## src/verilog/ssp_pkg.sv

```systemverilog
// Package for the synchronous serial port core.
// Assumes one system clock; all widths and levels are fixed here.
package ssp_pkg;
  localparam int DATA_W = 16;
  localparam int FIFO_DEPTH = 8;
  localparam int PTR_W = 3;
  localparam int CNT_W = 4;
  localparam logic [CNT_W-1:0] FIFO_FULL = 4'h8;
  localparam logic [CNT_W-1:0] TX_SVC_LEVEL = 4'h4;
  localparam logic [CNT_W-1:0] RX_SVC_LEVEL = 4'h4;
  // Formats
  localparam logic [1:0] FMT_PULSE = 2'h0;
  localparam logic [1:0] FMT_SPI = 2'h1;
  localparam logic [1:0] FMT_MSG = 2'h2;
  // Frame sizes, as bit count minus one
  localparam logic [3:0] SIZE_MIN = 4'h3;
  localparam logic [3:0] SIZE_MAX = 4'hf;
  localparam logic [3:0] MSG_CTRL_SIZE = 4'h7;
  // Divider limits
  localparam logic [6:0] PSC_HALF_MIN = 7'h01;
  // Idle half periods before the receive timeout
  localparam logic [7:0] RX_TIMEOUT_HALVES = 8'h40;
  // Event bit positions
  localparam int EV_TX = 0;
  localparam int EV_RX = 1;
  localparam int EV_RT = 2;
  localparam int EV_RO = 3;
  typedef enum logic [2:0] {
    ST_IDLE = 3'b000,
    ST_LEAD = 3'b001,
    ST_BITS = 3'b010,
    ST_TAIL = 3'b011
  } ssp_state_e;
endpackage

```

## src/verilog/ssp_core.sv

```systemverilog
// Synchronous serial port core: divider, FIFOs, events, framing engine.
// Assumes all inputs are synchronous to clk; the port acts as link master.
// Contract
// (RULE_01) Prescale by even divisor 2 to 254
// (RULE_02) Further divide by one plus rate factor
// (RULE_03) Writes push into 16x8 transmit FIFO
// (RULE_04) Received words registered, then pushed; reads pop
// (RULE_05) Four events ORed into one request
// (RULE_06) Event reaches request only when mask set
// (RULE_07) Raw and masked event states readable
// (RULE_08) MSB first, 4 to 16 bit frames
// (RULE_09) Serial clock idle outside active transfers
// (RULE_10) Idle timeout flags data left in receive FIFO
// (RULE_11) SPI and message: select low whole frame
// (RULE_12) Pulse format: select pulse, drive rise, sample fall
// (RULE_13) Message: 8-bit control, wait, then reply
// (RULE_14) Pulse format idle: clock, select low, data released
// (RULE_15) Pulse format: select pulse loads word, MSB next
// (RULE_16) Pulse format: receive push on following rising edge
// (RULE_17) Polarity sets idle clock level
// (RULE_18) Phase selects first or second sampling edge
// (RULE_19) Idle: clock low, select high, data low
// (RULE_20) Select low, data half later, clock after
// (RULE_21) Select high one period after last sample
// (RULE_22) Select pulses high between back-to-back words; SPI phase 1 holds select low between words instead
// (RULE_23) Timeout is fixed count of idle half periods
`timescale 1ns/1ps
module ssp_core import ssp_pkg::*; (
  input wire logic clk,
  input wire logic reset,
  input wire logic enable,
  input wire logic master_mode,
  input wire logic [1:0] frame_format,
  input wire logic clock_polarity_setting,
  input wire logic clock_phase_setting,
  input wire logic [3:0] data_size,
  input wire logic [7:0] prescale_divisor,
  input wire logic [7:0] clock_rate_factor,
  input wire logic [3:0] event_mask,
  input wire logic overrun_clear,
  input wire logic wr_valid,
  input wire logic [15:0] wr_data,
  output logic wr_ready,
  input wire logic rd_pop,
  output logic rd_valid,
  output logic [15:0] rd_data,
  output logic [3:0] raw_events,
  output logic [3:0] masked_events,
  output logic irq,
  output logic serial_clock_pin_o,
  output logic serial_clock_pin_oe,
  output logic frame_select_pin,
  output logic serial_data_out,
  output logic serial_data_out_oe,
  input wire logic serial_data_in
);
  function automatic logic [15:0] size_mask(input logic [3:0] sz);
    size_mask = 16'hffff >> (SIZE_MAX - sz);
  endfunction
  function automatic logic [2:0] ptr_inc(input logic [2:0] p);
    ptr_inc = p + 3'h1;
  endfunction

  // Bit rate divider
  logic [6:0] pre_cnt_ff, nxt_pre_cnt, psc_half;
  logic [7:0] rate_cnt_ff, nxt_rate_cnt;
  logic pre_tick, half_tick;
  always_comb begin
    psc_half = (prescale_divisor[7:1] == 7'h00) ? PSC_HALF_MIN : prescale_divisor[7:1]; // RULE_01
    pre_tick = (pre_cnt_ff >= psc_half - PSC_HALF_MIN);
    half_tick = pre_tick && (rate_cnt_ff >= clock_rate_factor); // RULE_02
    nxt_pre_cnt = pre_tick ? 7'h00 : pre_cnt_ff + 7'h01;
    nxt_rate_cnt = rate_cnt_ff;
    if (pre_tick) begin
      nxt_rate_cnt = half_tick ? 8'h00 : rate_cnt_ff + 8'h01;
    end
  end
  always_ff @(posedge clk or posedge reset) begin
    if (reset) begin
      pre_cnt_ff <= 7'h00;
      rate_cnt_ff <= 8'h00;
    end else begin
      pre_cnt_ff <= nxt_pre_cnt;
      rate_cnt_ff <= nxt_rate_cnt;
    end
  end

  // FIFOs
  logic [15:0] tx_mem [FIFO_DEPTH];
  logic [15:0] rx_mem [FIFO_DEPTH];
  logic [2:0] tx_wp_ff, tx_rp_ff, rx_wp_ff, rx_rp_ff;
  logic [3:0] tx_cnt_ff, rx_cnt_ff, nxt_tx_cnt, nxt_rx_cnt;
  logic tx_push, tx_pop, rx_push, rx_store, rx_take;
  logic [15:0] rx_word;
  always_comb begin
    wr_ready = (tx_cnt_ff != FIFO_FULL);
    tx_push = wr_valid && wr_ready; // RULE_03
    rd_valid = (rx_cnt_ff != 4'h0);
    rx_take = rd_pop && rd_valid; // RULE_04
    rx_store = rx_push && (rx_cnt_ff != FIFO_FULL);
    nxt_tx_cnt = tx_cnt_ff + {3'h0, tx_push} - {3'h0, tx_pop};
    nxt_rx_cnt = rx_cnt_ff + {3'h0, rx_store} - {3'h0, rx_take};
    rd_data = rx_mem[rx_rp_ff];
  end
  always_ff @(posedge clk) begin
    if (tx_push) begin
      tx_mem[tx_wp_ff] <= wr_data;
    end
    if (rx_store) begin
      rx_mem[rx_wp_ff] <= rx_word; // RULE_04
    end
  end
  always_ff @(posedge clk or posedge reset) begin
    if (reset) begin
      tx_wp_ff <= 3'h0;
      tx_rp_ff <= 3'h0;
      rx_wp_ff <= 3'h0;
      rx_rp_ff <= 3'h0;
      tx_cnt_ff <= 4'h0;
      rx_cnt_ff <= 4'h0;
    end else begin
      tx_wp_ff <= tx_push ? ptr_inc(tx_wp_ff) : tx_wp_ff;
      tx_rp_ff <= tx_pop ? ptr_inc(tx_rp_ff) : tx_rp_ff;
      rx_wp_ff <= rx_store ? ptr_inc(rx_wp_ff) : rx_wp_ff;
      rx_rp_ff <= rx_take ? ptr_inc(rx_rp_ff) : rx_rp_ff;
      tx_cnt_ff <= nxt_tx_cnt;
      rx_cnt_ff <= nxt_rx_cnt;
    end
  end

  // Framing engine
  ssp_state_e st_ff, nxt_st;
  logic [4:0] bitcnt_ff, nxt_bitcnt;
  logic [3:0] size_ff, nxt_size, load_size;
  logic [15:0] tx_sh_ff, nxt_tx_sh, rx_sh_ff, nxt_rx_sh, load_word;
  logic half_ff, nxt_half, seg_ff, nxt_seg;
  logic sclk_ff, nxt_sclk, fss_ff, nxt_fss, dout_ff, nxt_dout, doe_ff, nxt_doe;
  logic idle_lvl, act_lvl, samp_first, can_samp, more, is_pulse, is_spi, is_msg;
  always_comb begin
    is_pulse = (frame_format == FMT_PULSE);
    is_spi = (frame_format == FMT_SPI);
    is_msg = (frame_format == FMT_MSG);
    idle_lvl = is_spi && clock_polarity_setting; // RULE_17 RULE_19
    act_lvl = ~idle_lvl;
    samp_first = (is_spi && !clock_phase_setting) || is_msg; // RULE_18
    can_samp = !(is_msg && !seg_ff); // RULE_13
    more = enable && master_mode && (tx_cnt_ff != 4'h0);
    load_size = is_msg ? MSG_CTRL_SIZE : ((data_size < SIZE_MIN) ? SIZE_MIN : data_size);
    load_word = tx_mem[tx_rp_ff] << (SIZE_MAX - load_size); // RULE_08
    nxt_st = st_ff;
    nxt_bitcnt = bitcnt_ff;
    nxt_size = size_ff;
    nxt_tx_sh = tx_sh_ff;
    nxt_rx_sh = rx_sh_ff;
    nxt_half = half_ff;
    nxt_seg = seg_ff;
    nxt_sclk = sclk_ff;
    nxt_fss = fss_ff;
    nxt_dout = tx_sh_ff[15];
    nxt_doe = !is_pulse || (st_ff != ST_IDLE); // RULE_14
    tx_pop = 1'b0;
    rx_push = 1'b0;
    rx_word = rx_sh_ff & size_mask(size_ff);
    case (st_ff)
      ST_IDLE: begin
        nxt_sclk = idle_lvl; // RULE_09
        nxt_fss = !is_pulse; // RULE_14 RULE_19
        nxt_dout = 1'b0;
        if (half_tick && more) begin
          tx_pop = 1'b1;
          nxt_tx_sh = load_word; // RULE_15
          nxt_size = load_size;
          nxt_bitcnt = {1'b0, load_size};
          nxt_half = 1'b0;
          nxt_seg = 1'b0;
          nxt_st = ST_LEAD;
          nxt_fss = is_pulse; // RULE_11 RULE_15
          nxt_sclk = is_pulse ? 1'b1 : idle_lvl;
          nxt_doe = 1'b1;
        end
      end
      ST_LEAD: begin
        nxt_dout = is_pulse ? 1'b0 : (half_ff && tx_sh_ff[15]); // RULE_20
        if (half_tick) begin
          if (!half_ff) begin
            nxt_half = 1'b1;
            nxt_sclk = is_pulse ? 1'b0 : idle_lvl;
            nxt_dout = !is_pulse && tx_sh_ff[15]; // RULE_20
          end else begin
            nxt_half = 1'b0;
            nxt_st = ST_BITS;
            nxt_sclk = act_lvl; // RULE_12 RULE_20
            nxt_fss = is_pulse ? 1'b0 : fss_ff;
            if (samp_first) begin
              nxt_rx_sh = {rx_sh_ff[14:0], serial_data_in};
            end
          end
        end
      end
      ST_BITS: begin
        if (half_tick && !half_ff) begin
          nxt_half = 1'b1;
          nxt_sclk = idle_lvl;
          if (samp_first) begin
            nxt_tx_sh = (bitcnt_ff != 5'h00) ? tx_sh_ff << 1 : tx_sh_ff; // RULE_20
          end else begin
            nxt_rx_sh = {rx_sh_ff[14:0], serial_data_in}; // RULE_12 RULE_18
          end
        end else if (half_tick && bitcnt_ff != 5'h00) begin
          nxt_half = 1'b0;
          nxt_bitcnt = bitcnt_ff - 5'h01;
          nxt_sclk = act_lvl;
          if (samp_first && can_samp) begin
            nxt_rx_sh = {rx_sh_ff[14:0], serial_data_in}; // RULE_20
          end else if (!samp_first) begin
            nxt_tx_sh = tx_sh_ff << 1; // RULE_12
          end
        end else if (half_tick && is_msg && !seg_ff) begin
          // Reply phase; its first clock is the slave's wait cycle
          nxt_seg = 1'b1; // RULE_13
          nxt_half = 1'b0;
          nxt_size = (data_size < SIZE_MIN) ? SIZE_MIN : data_size;
          nxt_bitcnt = {1'b0, nxt_size} + 5'h01;
          nxt_tx_sh = 16'h0000;
          nxt_sclk = act_lvl;
        end else if (half_tick) begin
          rx_push = 1'b1; // RULE_04 RULE_16
          nxt_half = 1'b0;
          nxt_sclk = idle_lvl;
          if (is_pulse && more) begin
            tx_pop = 1'b1;
            nxt_tx_sh = load_word;
            nxt_size = load_size;
            nxt_bitcnt = {1'b0, load_size};
            nxt_st = ST_LEAD;
            nxt_fss = 1'b1; // RULE_15
            nxt_sclk = 1'b1;
          end else if (is_spi && clock_phase_setting && more) begin
            tx_pop = 1'b1;
            nxt_tx_sh = load_word;
            nxt_size = load_size;
            nxt_bitcnt = {1'b0, load_size};
            nxt_sclk = act_lvl;
          end else if (is_spi && clock_phase_setting) begin
            nxt_st = ST_TAIL;
          end else begin
            nxt_st = ST_IDLE;
            nxt_fss = !is_pulse; // RULE_21 RULE_22
          end
        end
      end
      ST_TAIL: begin
        if (half_tick) begin
          nxt_st = ST_IDLE;
          nxt_fss = 1'b1; // RULE_21
        end
      end
      default: begin
        nxt_st = ST_IDLE;
      end
    endcase
    if (nxt_st == ST_BITS) begin
      nxt_dout = nxt_tx_sh[15]; // RULE_20 RULE_12
    end
  end
  always_ff @(posedge clk or posedge reset) begin
    if (reset) begin
      st_ff <= ST_IDLE;
      bitcnt_ff <= 5'h00;
      size_ff <= SIZE_MIN;
      tx_sh_ff <= 16'h0000;
      rx_sh_ff <= 16'h0000;
      half_ff <= 1'b0;
      seg_ff <= 1'b0;
      sclk_ff <= 1'b0;
      fss_ff <= 1'b0;
      dout_ff <= 1'b0;
      doe_ff <= 1'b0;
    end else begin
      st_ff <= nxt_st;
      bitcnt_ff <= nxt_bitcnt;
      size_ff <= nxt_size;
      tx_sh_ff <= nxt_tx_sh;
      rx_sh_ff <= nxt_rx_sh;
      half_ff <= nxt_half;
      seg_ff <= nxt_seg;
      sclk_ff <= nxt_sclk;
      fss_ff <= nxt_fss;
      dout_ff <= nxt_dout;
      doe_ff <= nxt_doe;
    end
  end
  assign serial_clock_pin_o = sclk_ff;
  assign serial_clock_pin_oe = master_mode; // RULE_19
  assign frame_select_pin = fss_ff;
  assign serial_data_out = dout_ff;
  assign serial_data_out_oe = doe_ff;

  // Events
  logic [7:0] to_cnt_ff, nxt_to_cnt;
  logic [3:0] raw_ff, nxt_raw;
  always_comb begin
    nxt_to_cnt = to_cnt_ff;
    if (st_ff != ST_IDLE) begin
      nxt_to_cnt = 8'h00;
    end else if (half_tick && to_cnt_ff != RX_TIMEOUT_HALVES) begin
      nxt_to_cnt = to_cnt_ff + 8'h01; // RULE_23
    end
    nxt_raw[EV_TX] = (nxt_tx_cnt <= TX_SVC_LEVEL);
    nxt_raw[EV_RX] = (nxt_rx_cnt >= RX_SVC_LEVEL);
    nxt_raw[EV_RT] = (to_cnt_ff == RX_TIMEOUT_HALVES) && (rx_cnt_ff != 4'h0); // RULE_10
    nxt_raw[EV_RO] = (rx_push && !rx_store) || (raw_ff[EV_RO] && !overrun_clear);
  end
  always_ff @(posedge clk or posedge reset) begin
    if (reset) begin
      to_cnt_ff <= 8'h00;
      raw_ff <= 4'h1;
    end else begin
      to_cnt_ff <= nxt_to_cnt;
      raw_ff <= nxt_raw;
    end
  end
  assign raw_events = raw_ff; // RULE_07
  assign masked_events = raw_ff & event_mask; // RULE_06 RULE_07
  assign irq = |masked_events; // RULE_05
endmodule // ssp_core

```

## config.mk

```make
export PLATFORM = sky130hd
export DESIGN_NAME = ssp_core
export DESIGN_NICKNAME = d
export VERILOG_FILES = /design/src/verilog/ssp_pkg.sv /design/src/verilog/ssp_core.sv
export SDC_FILE = /design/constraint.sdc
export NUM_CORES = 1
export LEC_CHECK = 0
export BUFFER_PORTS_ARGS = -buffer_cell sky130_fd_sc_hd__buf_2
export CORE_MARGIN = 2
export CORE_UTILIZATION = 65
export DETAILED_ROUTE_END_ITERATION = 10
export PLACE_DENSITY = 0.87
export SLEW_MARGIN = 0
export SYNTH_ARGS = -nofsm -noshare
export SYNTH_HDL_FRONTEND = slang
export SYNTH_SLANG_ARGS = --single-unit
```

## constraint.sdc

```tcl
create_clock -name clk -period 10.8 [get_ports clk]
set_input_delay 1.62 -clock clk [delete_from_list [all_inputs] [get_ports clk]]
set_output_delay 1.62 -clock clk [all_outputs]
set_load 0.005 [all_outputs]
```

==> impl_results.md, run 1 <==
* Relative slew slack at 0.300
* Synthesized area per cell at 14.6 sq um
* Total gr overflow at 0
* DRC Markers at 0
* Place WS at 4140 ps
* Max Cap Viol at 0
* Post-placement cell count at 1492
* Routed vias/inst at 6.40
* Final Max Tran Viols at 0
* Inserted Clock Buffers at 36
* Worst hold path type: reg -> reg
* Leakage Power at 7.02 nW
* Required time of the critical path at roughly 11000 ps
* Hold-fix buffers, CTS at 0
* Root buf cell: clkbuf_16
* Vias at 9966
* Core area at 24500 sq um
* DP Area at 17000 sq um
* Initial antenna violation count at 1
* Clock Skews at 27.9 ps
* Die Wd at 162 microns
* Clock latency on the worst-skew pair at 540 ps
* Met1 WL at ~13000 microns
* CP max FO at 14
* CTS resizes at 0
* Die Ht at 162 microns
* RSZ-0062 raised after global routing: false
* Met2 wire length at 17600 microns
* WS Path Type: in -> reg
* Post-DP HPWL at 21000 microns
* Synth Cell Area at 16300 sq um
* Fin Setup TNS at 0 ps
* Post-synth ARST share at 0.275
* Clk buf depth at 3
* Vias in the first global route at 9954
* CTS sink count at 353
* Initial core utilization at 0.664
* PnR worst setup slack at 4630 ps
* Met3 wire len at 2330 microns
* Syn Inst Count at 1116
* Sequential share of the synthesized area at 0.623
* Post-CTS Setup Inserts at 0
* Crit-path cells: buf_2, nor4_1, a21oi_1, ha_1, nand4bb_1, xor2_1, ha_1, nand4_1, and3_1, o21a_1, nor3_2, nand3_1, a21oi_2, inv_1, or2_1, nor2_1, buf_4
* Top Layer Used: met5
* Final Wtd Congestion at about 0.9
* Slowest stage cell on the critical path: nor3_2
* Die area at ~26000 sq um
* Post-synth top area share at 0.473
* Clock-pin slew on the worst setup and hold paths at 60 ps
* Non-filler instance count after layout at ~1600
* First-pass GRT wire length at 53800 microns
* DR pass1 iterations at 5
* Area of the multi-input gates at between 5000 and 6000 sq um
* # fillers at around 1400
* Ports at 84
* Cell variety after synth at 92
* P&R area growth vs syn at 12.0%
* Crit start category: primary input
* Layout cell share with drive strength beyond 1 at 0.250
* DRT iter0 DRCs at between 1000 and 1500
* Pwr dens at 208 nW/um^2
* H-Tree Depth at 2
* Status: completed
* Fmax at 0.162 GHz
* Nets@finish at 1298
* Worst Tran Pin Value at 1050 ps
* #FFs+latches synth at 353
* Period utilization at 0.571
* Max stage delay on crit path at 800 ps
* CTS tree: built
* Max VDD drop at 0.000177 V
* Rows at 57
* Final setup violation count at 0
* Detail Route Antenna Nets at 0
* Largest area contributor in the netlist: edfxtp_1
* Main flop type after synthesis: edfxtp_1
* Period minus WS final at ~6000 ps
* Port Buffers at 82
* Final WL at 34200 microns
* Worst setup EP type: flip-flop
* Arr. time, crit path at 6390 ps
* Ant. Diodes at 0
* All-Layer GR Usage at 0.267
* Post-Syn Nets at 1208
* Design area at 18200 sq um
* Synth warn at 0
* Largest net degree at the start of global routing at slightly above 60
* DR WL/cell at 22.0 microns
* Post-layout util at 0.744
* Sequential Area at approximately 10000 sq um
* Final Hold Vio Count at 0
* Synth top area cells: edfxtp_1 47%, dfrtp_1 14%, mux4_2 7.8%
* CP most frequent cell: ha_1
* Reg2Reg Setup Slack at between 6000 and 7000 ps
* Post-synth EDFFs at 256
cells by family after synthesis:
kind of cell,after synthesis,share of synthesized area
compound gates,191,0.0846
xor+xnor,33,0.0178
fa+ha+maj,42,0.0330
buf+inv,89,0.0261
flops,353,0.623
mux,127,0.128
other cells,1,0.000231
simple gates,280,0.0874
state kept, by name (all words and copies together) (netlist names), 5 cells and up:
register / flops
bitcnt_ff: 5
tx_mem: 128
to_cnt_ff: 8
rx_mem: 128
tx_sh_ff: 16
rate_cnt_ff: 8
pre_cnt_ff: 7
rx_sh_ff: 16
worst max-delay path, delay by kind of cell:
family,cells,cell delay [ps]
fa+ha+maj,2,600
xor+xnor,1,80
simple gates,8,2690
compound gates,3,770
buf+inv,3,590
final cells by class:
type / count / area share
Sequential cell: 353 / 0.556
Multi-Input combinational cell: 674 / 0.315
Clock buffer: 40 / 0.0515
Timing Repair Buffer: 103 / 0.0312
Tap cell: 324 / 0.0223
Clock inverter: 26 / 0.0156
Inverter: 38 / 0.00811
per-layer routing:
| metal | up-vias | track usage |
|---|---|---|
| li1 | 4474 | - |
| met1 | 4963 | 0.351 |
| met2 | 451 | 0.464 |
| met3 | 76 | 0.0444 |
| met4 | 2 | 0.0817 |
| met5 | - | 0 |
stage by stage:
stage | total power [W] | hold slack, ps
after CTS | 0.00380 | 492
after detailed placement | 0.00252 | 484
after global routing | 0.00394 | 515
after floorplan | 0.00230 | 446
after global placement | 0.00247 | 468
final | 0.00378 | 485
synth_stat cells (all sizes together), types with 5 or more instances:
cell,count
nor3,18
or2,6
a221o,14
and2,14
dfrtp,94
inv,38
a31oi,12
o31ai,5
edfxtp,256
mux2i,20
o21ai,49
o211ai,14
xnor2,17
nand3,25
nand2,89
nor2b,9
mux2,51
nor2,72
ha,38
a21oi,35
o22ai,13
nand2b,12
buf,33
and3,6
xor2,16
mux4,56
a21o,6
nand4,7
clkbuf,18
power breakdown:
group | leakage (nW) | switching [W] | internal, W
Clock | 0.596 | 0.000522 | 0.000754
Sequential | 3.78 | 0.000153 | 0.00161
Combinational | 2.64 | 0.000414 | 0.000328
worst paths after layout:
path                                               from                       end  depth (start not counted)
worst min register to register  pre_cnt_ff[0]$_DFF_PP0_   pre_cnt_ff[0]$_DFF_PP0_                          1
max in group asynchronous                         reset  tx_sh_ff[14]$_DFFE_PP0P_                          3
min in group asynchronous                         reset  rx_sh_ff[11]$_DFFE_PP0P_                          2
worst max register to register  pre_cnt_ff[6]$_DFF_PP0_    rx_mem[4][1]$_DFFE_PP_                         11
worst min-delay path            pre_cnt_ff[0]$_DFF_PP0_   pre_cnt_ff[0]$_DFF_PP0_                          1
worst max-delay path                prescale_divisor[2]    rx_mem[4][1]$_DFFE_PP_                         17
cells in the final DEF (no fill, tap or decap), types with 21 or more instances in the layout:
cell type	count
nor2_1	69
a21oi_1	31
inv_1	35
edfxtp_1	256
mux4_2	56
buf_4	21
buf_2	82
nand2_1	86
ha_1	38
nand3_1	25
clkbuf_16	37
o21ai_0	36
dfrtp_1	92
mux2_2	41
Note: power is estimated with default switching activity, not from simulation.
==> run 2, diff against run 1 <==
--- a/config.mk
+++ b/config.mk
@@ -7,9 +7,9 @@
 export LEC_CHECK = 0
 export BUFFER_PORTS_ARGS = -buffer_cell sky130_fd_sc_hd__buf_2
 export CORE_MARGIN = 2
-export CORE_UTILIZATION = 65
+export CORE_UTILIZATION = 55
 export DETAILED_ROUTE_END_ITERATION = 10
-export PLACE_DENSITY = 0.87
+export PLACE_DENSITY = 0.79
 export SLEW_MARGIN = 0
 export SYNTH_ARGS = -nofsm -noshare
 export SYNTH_HDL_FRONTEND = slang
==> constraint.sdc (replaced) <==
create_clock -name clk -period 5.5 [get_ports clk]
set_input_delay 0.825 -clock clk [delete_from_list [all_inputs] [get_ports clk]]
set_output_delay 0.825 -clock clk [all_outputs]
set_load 0.005 [all_outputs]
==> run 2 against run 1 <==
- first-iteration DRC count down 14%
- flip-flop and latch count unchanged
- sequential share of layout area about the same
- via count down 2.3%
- global-route usage down 5.2 points
- non-clock buffer count up 7
- combinational power up 94%
- critical path depth up 3
- critical path type unchanged
- final area about the same
- core utilization down 11 points
==> impl_results.md, run 2 (synthesis results as in run 1) <==
* Status: completed
* Clk buf depth at 3 (unchanged)
* Fmax at around 0.22 GHz
* Max Cap Viol at 0 (unchanged)
* Nets@finish at 1305 (+0.54%)
* Relative slew slack at 0.325 (+0.0248)
* Root buf cell: clkbuf_16
* RSZ-0062 raised after global routing: false
* Max VDD drop at 0.000277 V (+57%)
* CTS sink count at 353 (unchanged)
* DR WL/cell at 19.8 microns (-10%)
* CP max FO at 5 (-9)
* Die Ht at 176 microns (+8.5%)
* Period minus WS final at 4590 ps
* Largest net degree at the start of global routing at 66 (+6.5%)
* Rows at 62 (+8.8%)
* Reg2reg start: bitcnt_ff[0]$_DFFE_PP0P_
* All-Layer GR Usage at 0.216 (-0.0515)
* DR pass1 iterations at 5 (unchanged)
* Clock-pin slew on the worst setup and hold paths at 60 ps (about the same)
* WS Path Type: in -> reg
* Clock Skews at 16.9 ps (-11.0 ps)
* Worst hold path type: in -> async
* R2R depth at 13 (+2)
* Worst setup EP type: flip-flop
* Required time of the critical path at 5900 ps (-5120 ps)
* Fin Setup TNS at 0 ps (unchanged)
* Most frequent cells in the layout: 256 x edfxtp_1, 93 x dfrtp_1, 86 x nand2_1
* Detail Route Antenna Nets at 0 (unchanged)
* Pwr dens at 395 nW/um^2 (+90%)
* Vias at 9736 (-2.3%)
* Routed vias/inst at 5.99 (-6.3%)
* Leakage Power at 7.01 nW (about the same)
* RR Endpoint: raw_events[1]$_DFF_PP0_
* CTS resizes at 0 (unchanged)
* Die area at 30900 sq um (+18%)
* Total gr overflow at 0 (unchanged)
* Vias in the first global route at 9707 (-2.5%)
* Initial antenna violation count at 2 (+1)
* DRT iter0 DRCs at 945 (-14%)
* Reg2Reg Setup Slack at 1830 ps (-4580 ps)
* Commonest non-fill, non-tap cell in the layout: edfxtp_1
* Inserted Clock Buffers at 36 (unchanged)
* First-pass GRT wire length at 52100 microns (-3.3%)
* Arr. time, crit path at 4990 ps (-1400 ps)
* Final setup violation count at 0 (unchanged)
* Port Buffers at 82 (unchanged)
* Die Wd at 176 microns (+8.5%)
* Worst Tran Pin Value at 1000 ps (-42.9 ps)
* Clock latency on the worst-skew pair at 530 ps (about the same)
* CTS tree: built
* Hold_ws at 301 ps (-184 ps)
* DRC Markers at 0 (unchanged)
* Hold-fix buffers, CTS at 0 (unchanged)
* P&R area growth vs syn at 12.0% (about the same)
* Top flop regs: rx_mem x128, tx_mem x128
* Layout cell share with drive strength beyond 1 at 0.247 (-0.00363)
* Period utilization at 0.835
* Final Hold Vio Count at 0 (unchanged)
* Final Max Tran Viols at 0 (unchanged)
* Post-DP HPWL at 20700 microns (-1.7%)
* Initial core utilization at 0.562 (-0.103)
* Final WL at 32100 microns (-6.2%)
* Crit start category: primary input
* Final Wtd Congestion at 0.868 (-2.1%)
* H-Tree Depth at 2 (unchanged)
* Ports at 84 (unchanged)
* Core area at 28900 sq um (+18%)
* Post-CTS Setup Inserts at 0 (unchanged)
## run 2: worst max-delay path, stage by stage
cell and delay (ps):
buf_2 110, nor4_1 340, a21oi_1 180, ha_1 280, nand4bb_1 120, xor2_1 80, ha_1 330, nand4_1 100
and3_1 200, o21a_1 230, nor3_2 260, nand3_1 190, a21oi_2 270, inv_1 120, ha_1 290, inv_1 30
ha_1 190, fa_1 380, xor2_1 180, or2_2 280
## run 2: worst max-delay path by stage
stage / cells past startpoint / end / from / slack [ps]
global route: 20 / raw_events[1]$_DFF_PP0_ / prescale_divisor[2] / 550
global placement: 20 / raw_events[1]$_DFF_PP0_ / prescale_divisor[2] / 520
CTS: 20 / raw_events[1]$_DFF_PP0_ / prescale_divisor[2] / 940
finish: 20 / raw_events[1]$_DFF_PP0_ / prescale_divisor[2] / 910
floorplan: 15 / rx_mem[0][0]$_DFFE_PP_ / prescale_divisor[2] / 610
detailed placement: 20 / raw_events[1]$_DFF_PP0_ / prescale_divisor[2] / 410
## run 2: through the flow
step | std cells | cell area [sq um] | util | total power [W] | setup WS (ps)
finish | 1625 | 18200 | 0.629 | 0.00719 | 906
global route | 1624 | 18200 | 0.629 | 0.00755 | 548
CTS | 1624 | 18200 | 0.629 | 0.00726 | 945
detailed placement | 1559 | 17100 | 0.591 | 0.00494 | 413
global placement | 1559 | 17100 | 0.591 | 0.00488 | 515
floorplan | 1116 | 16300 | - | 0.00452 | 611
## run 2: area by class of cell
type	count	area (sq um)
repair buffers	110	621
multi-input cells	674	5730
inverters	38	148
clock inverters	19	170
fillers	2045	10700
flip-flops and latches	353	10100
well taps	384	480
clock buffers	46	938
diodes	1	2.50
## run 2: power breakdown
group | switching (W) | total (W) | leakage, nW | internal (W)
Clock | 0.000990 | 0.00230 | 0.542 | 0.00131
Combinational | 0.000787 | 0.00144 | 2.68 | 0.000651
Sequential | 0.000282 | 0.00344 | 3.78 | 0.00316
## run 2: routing by layer
metal,GRT usage,up-vias,wire [microns]
met3,0.0340,69,2100
li1,-,4492,-
met2,0.372,351,16200
met1,0.290,4820,13100
met4,0.0530,4,704
met5,0,-,32
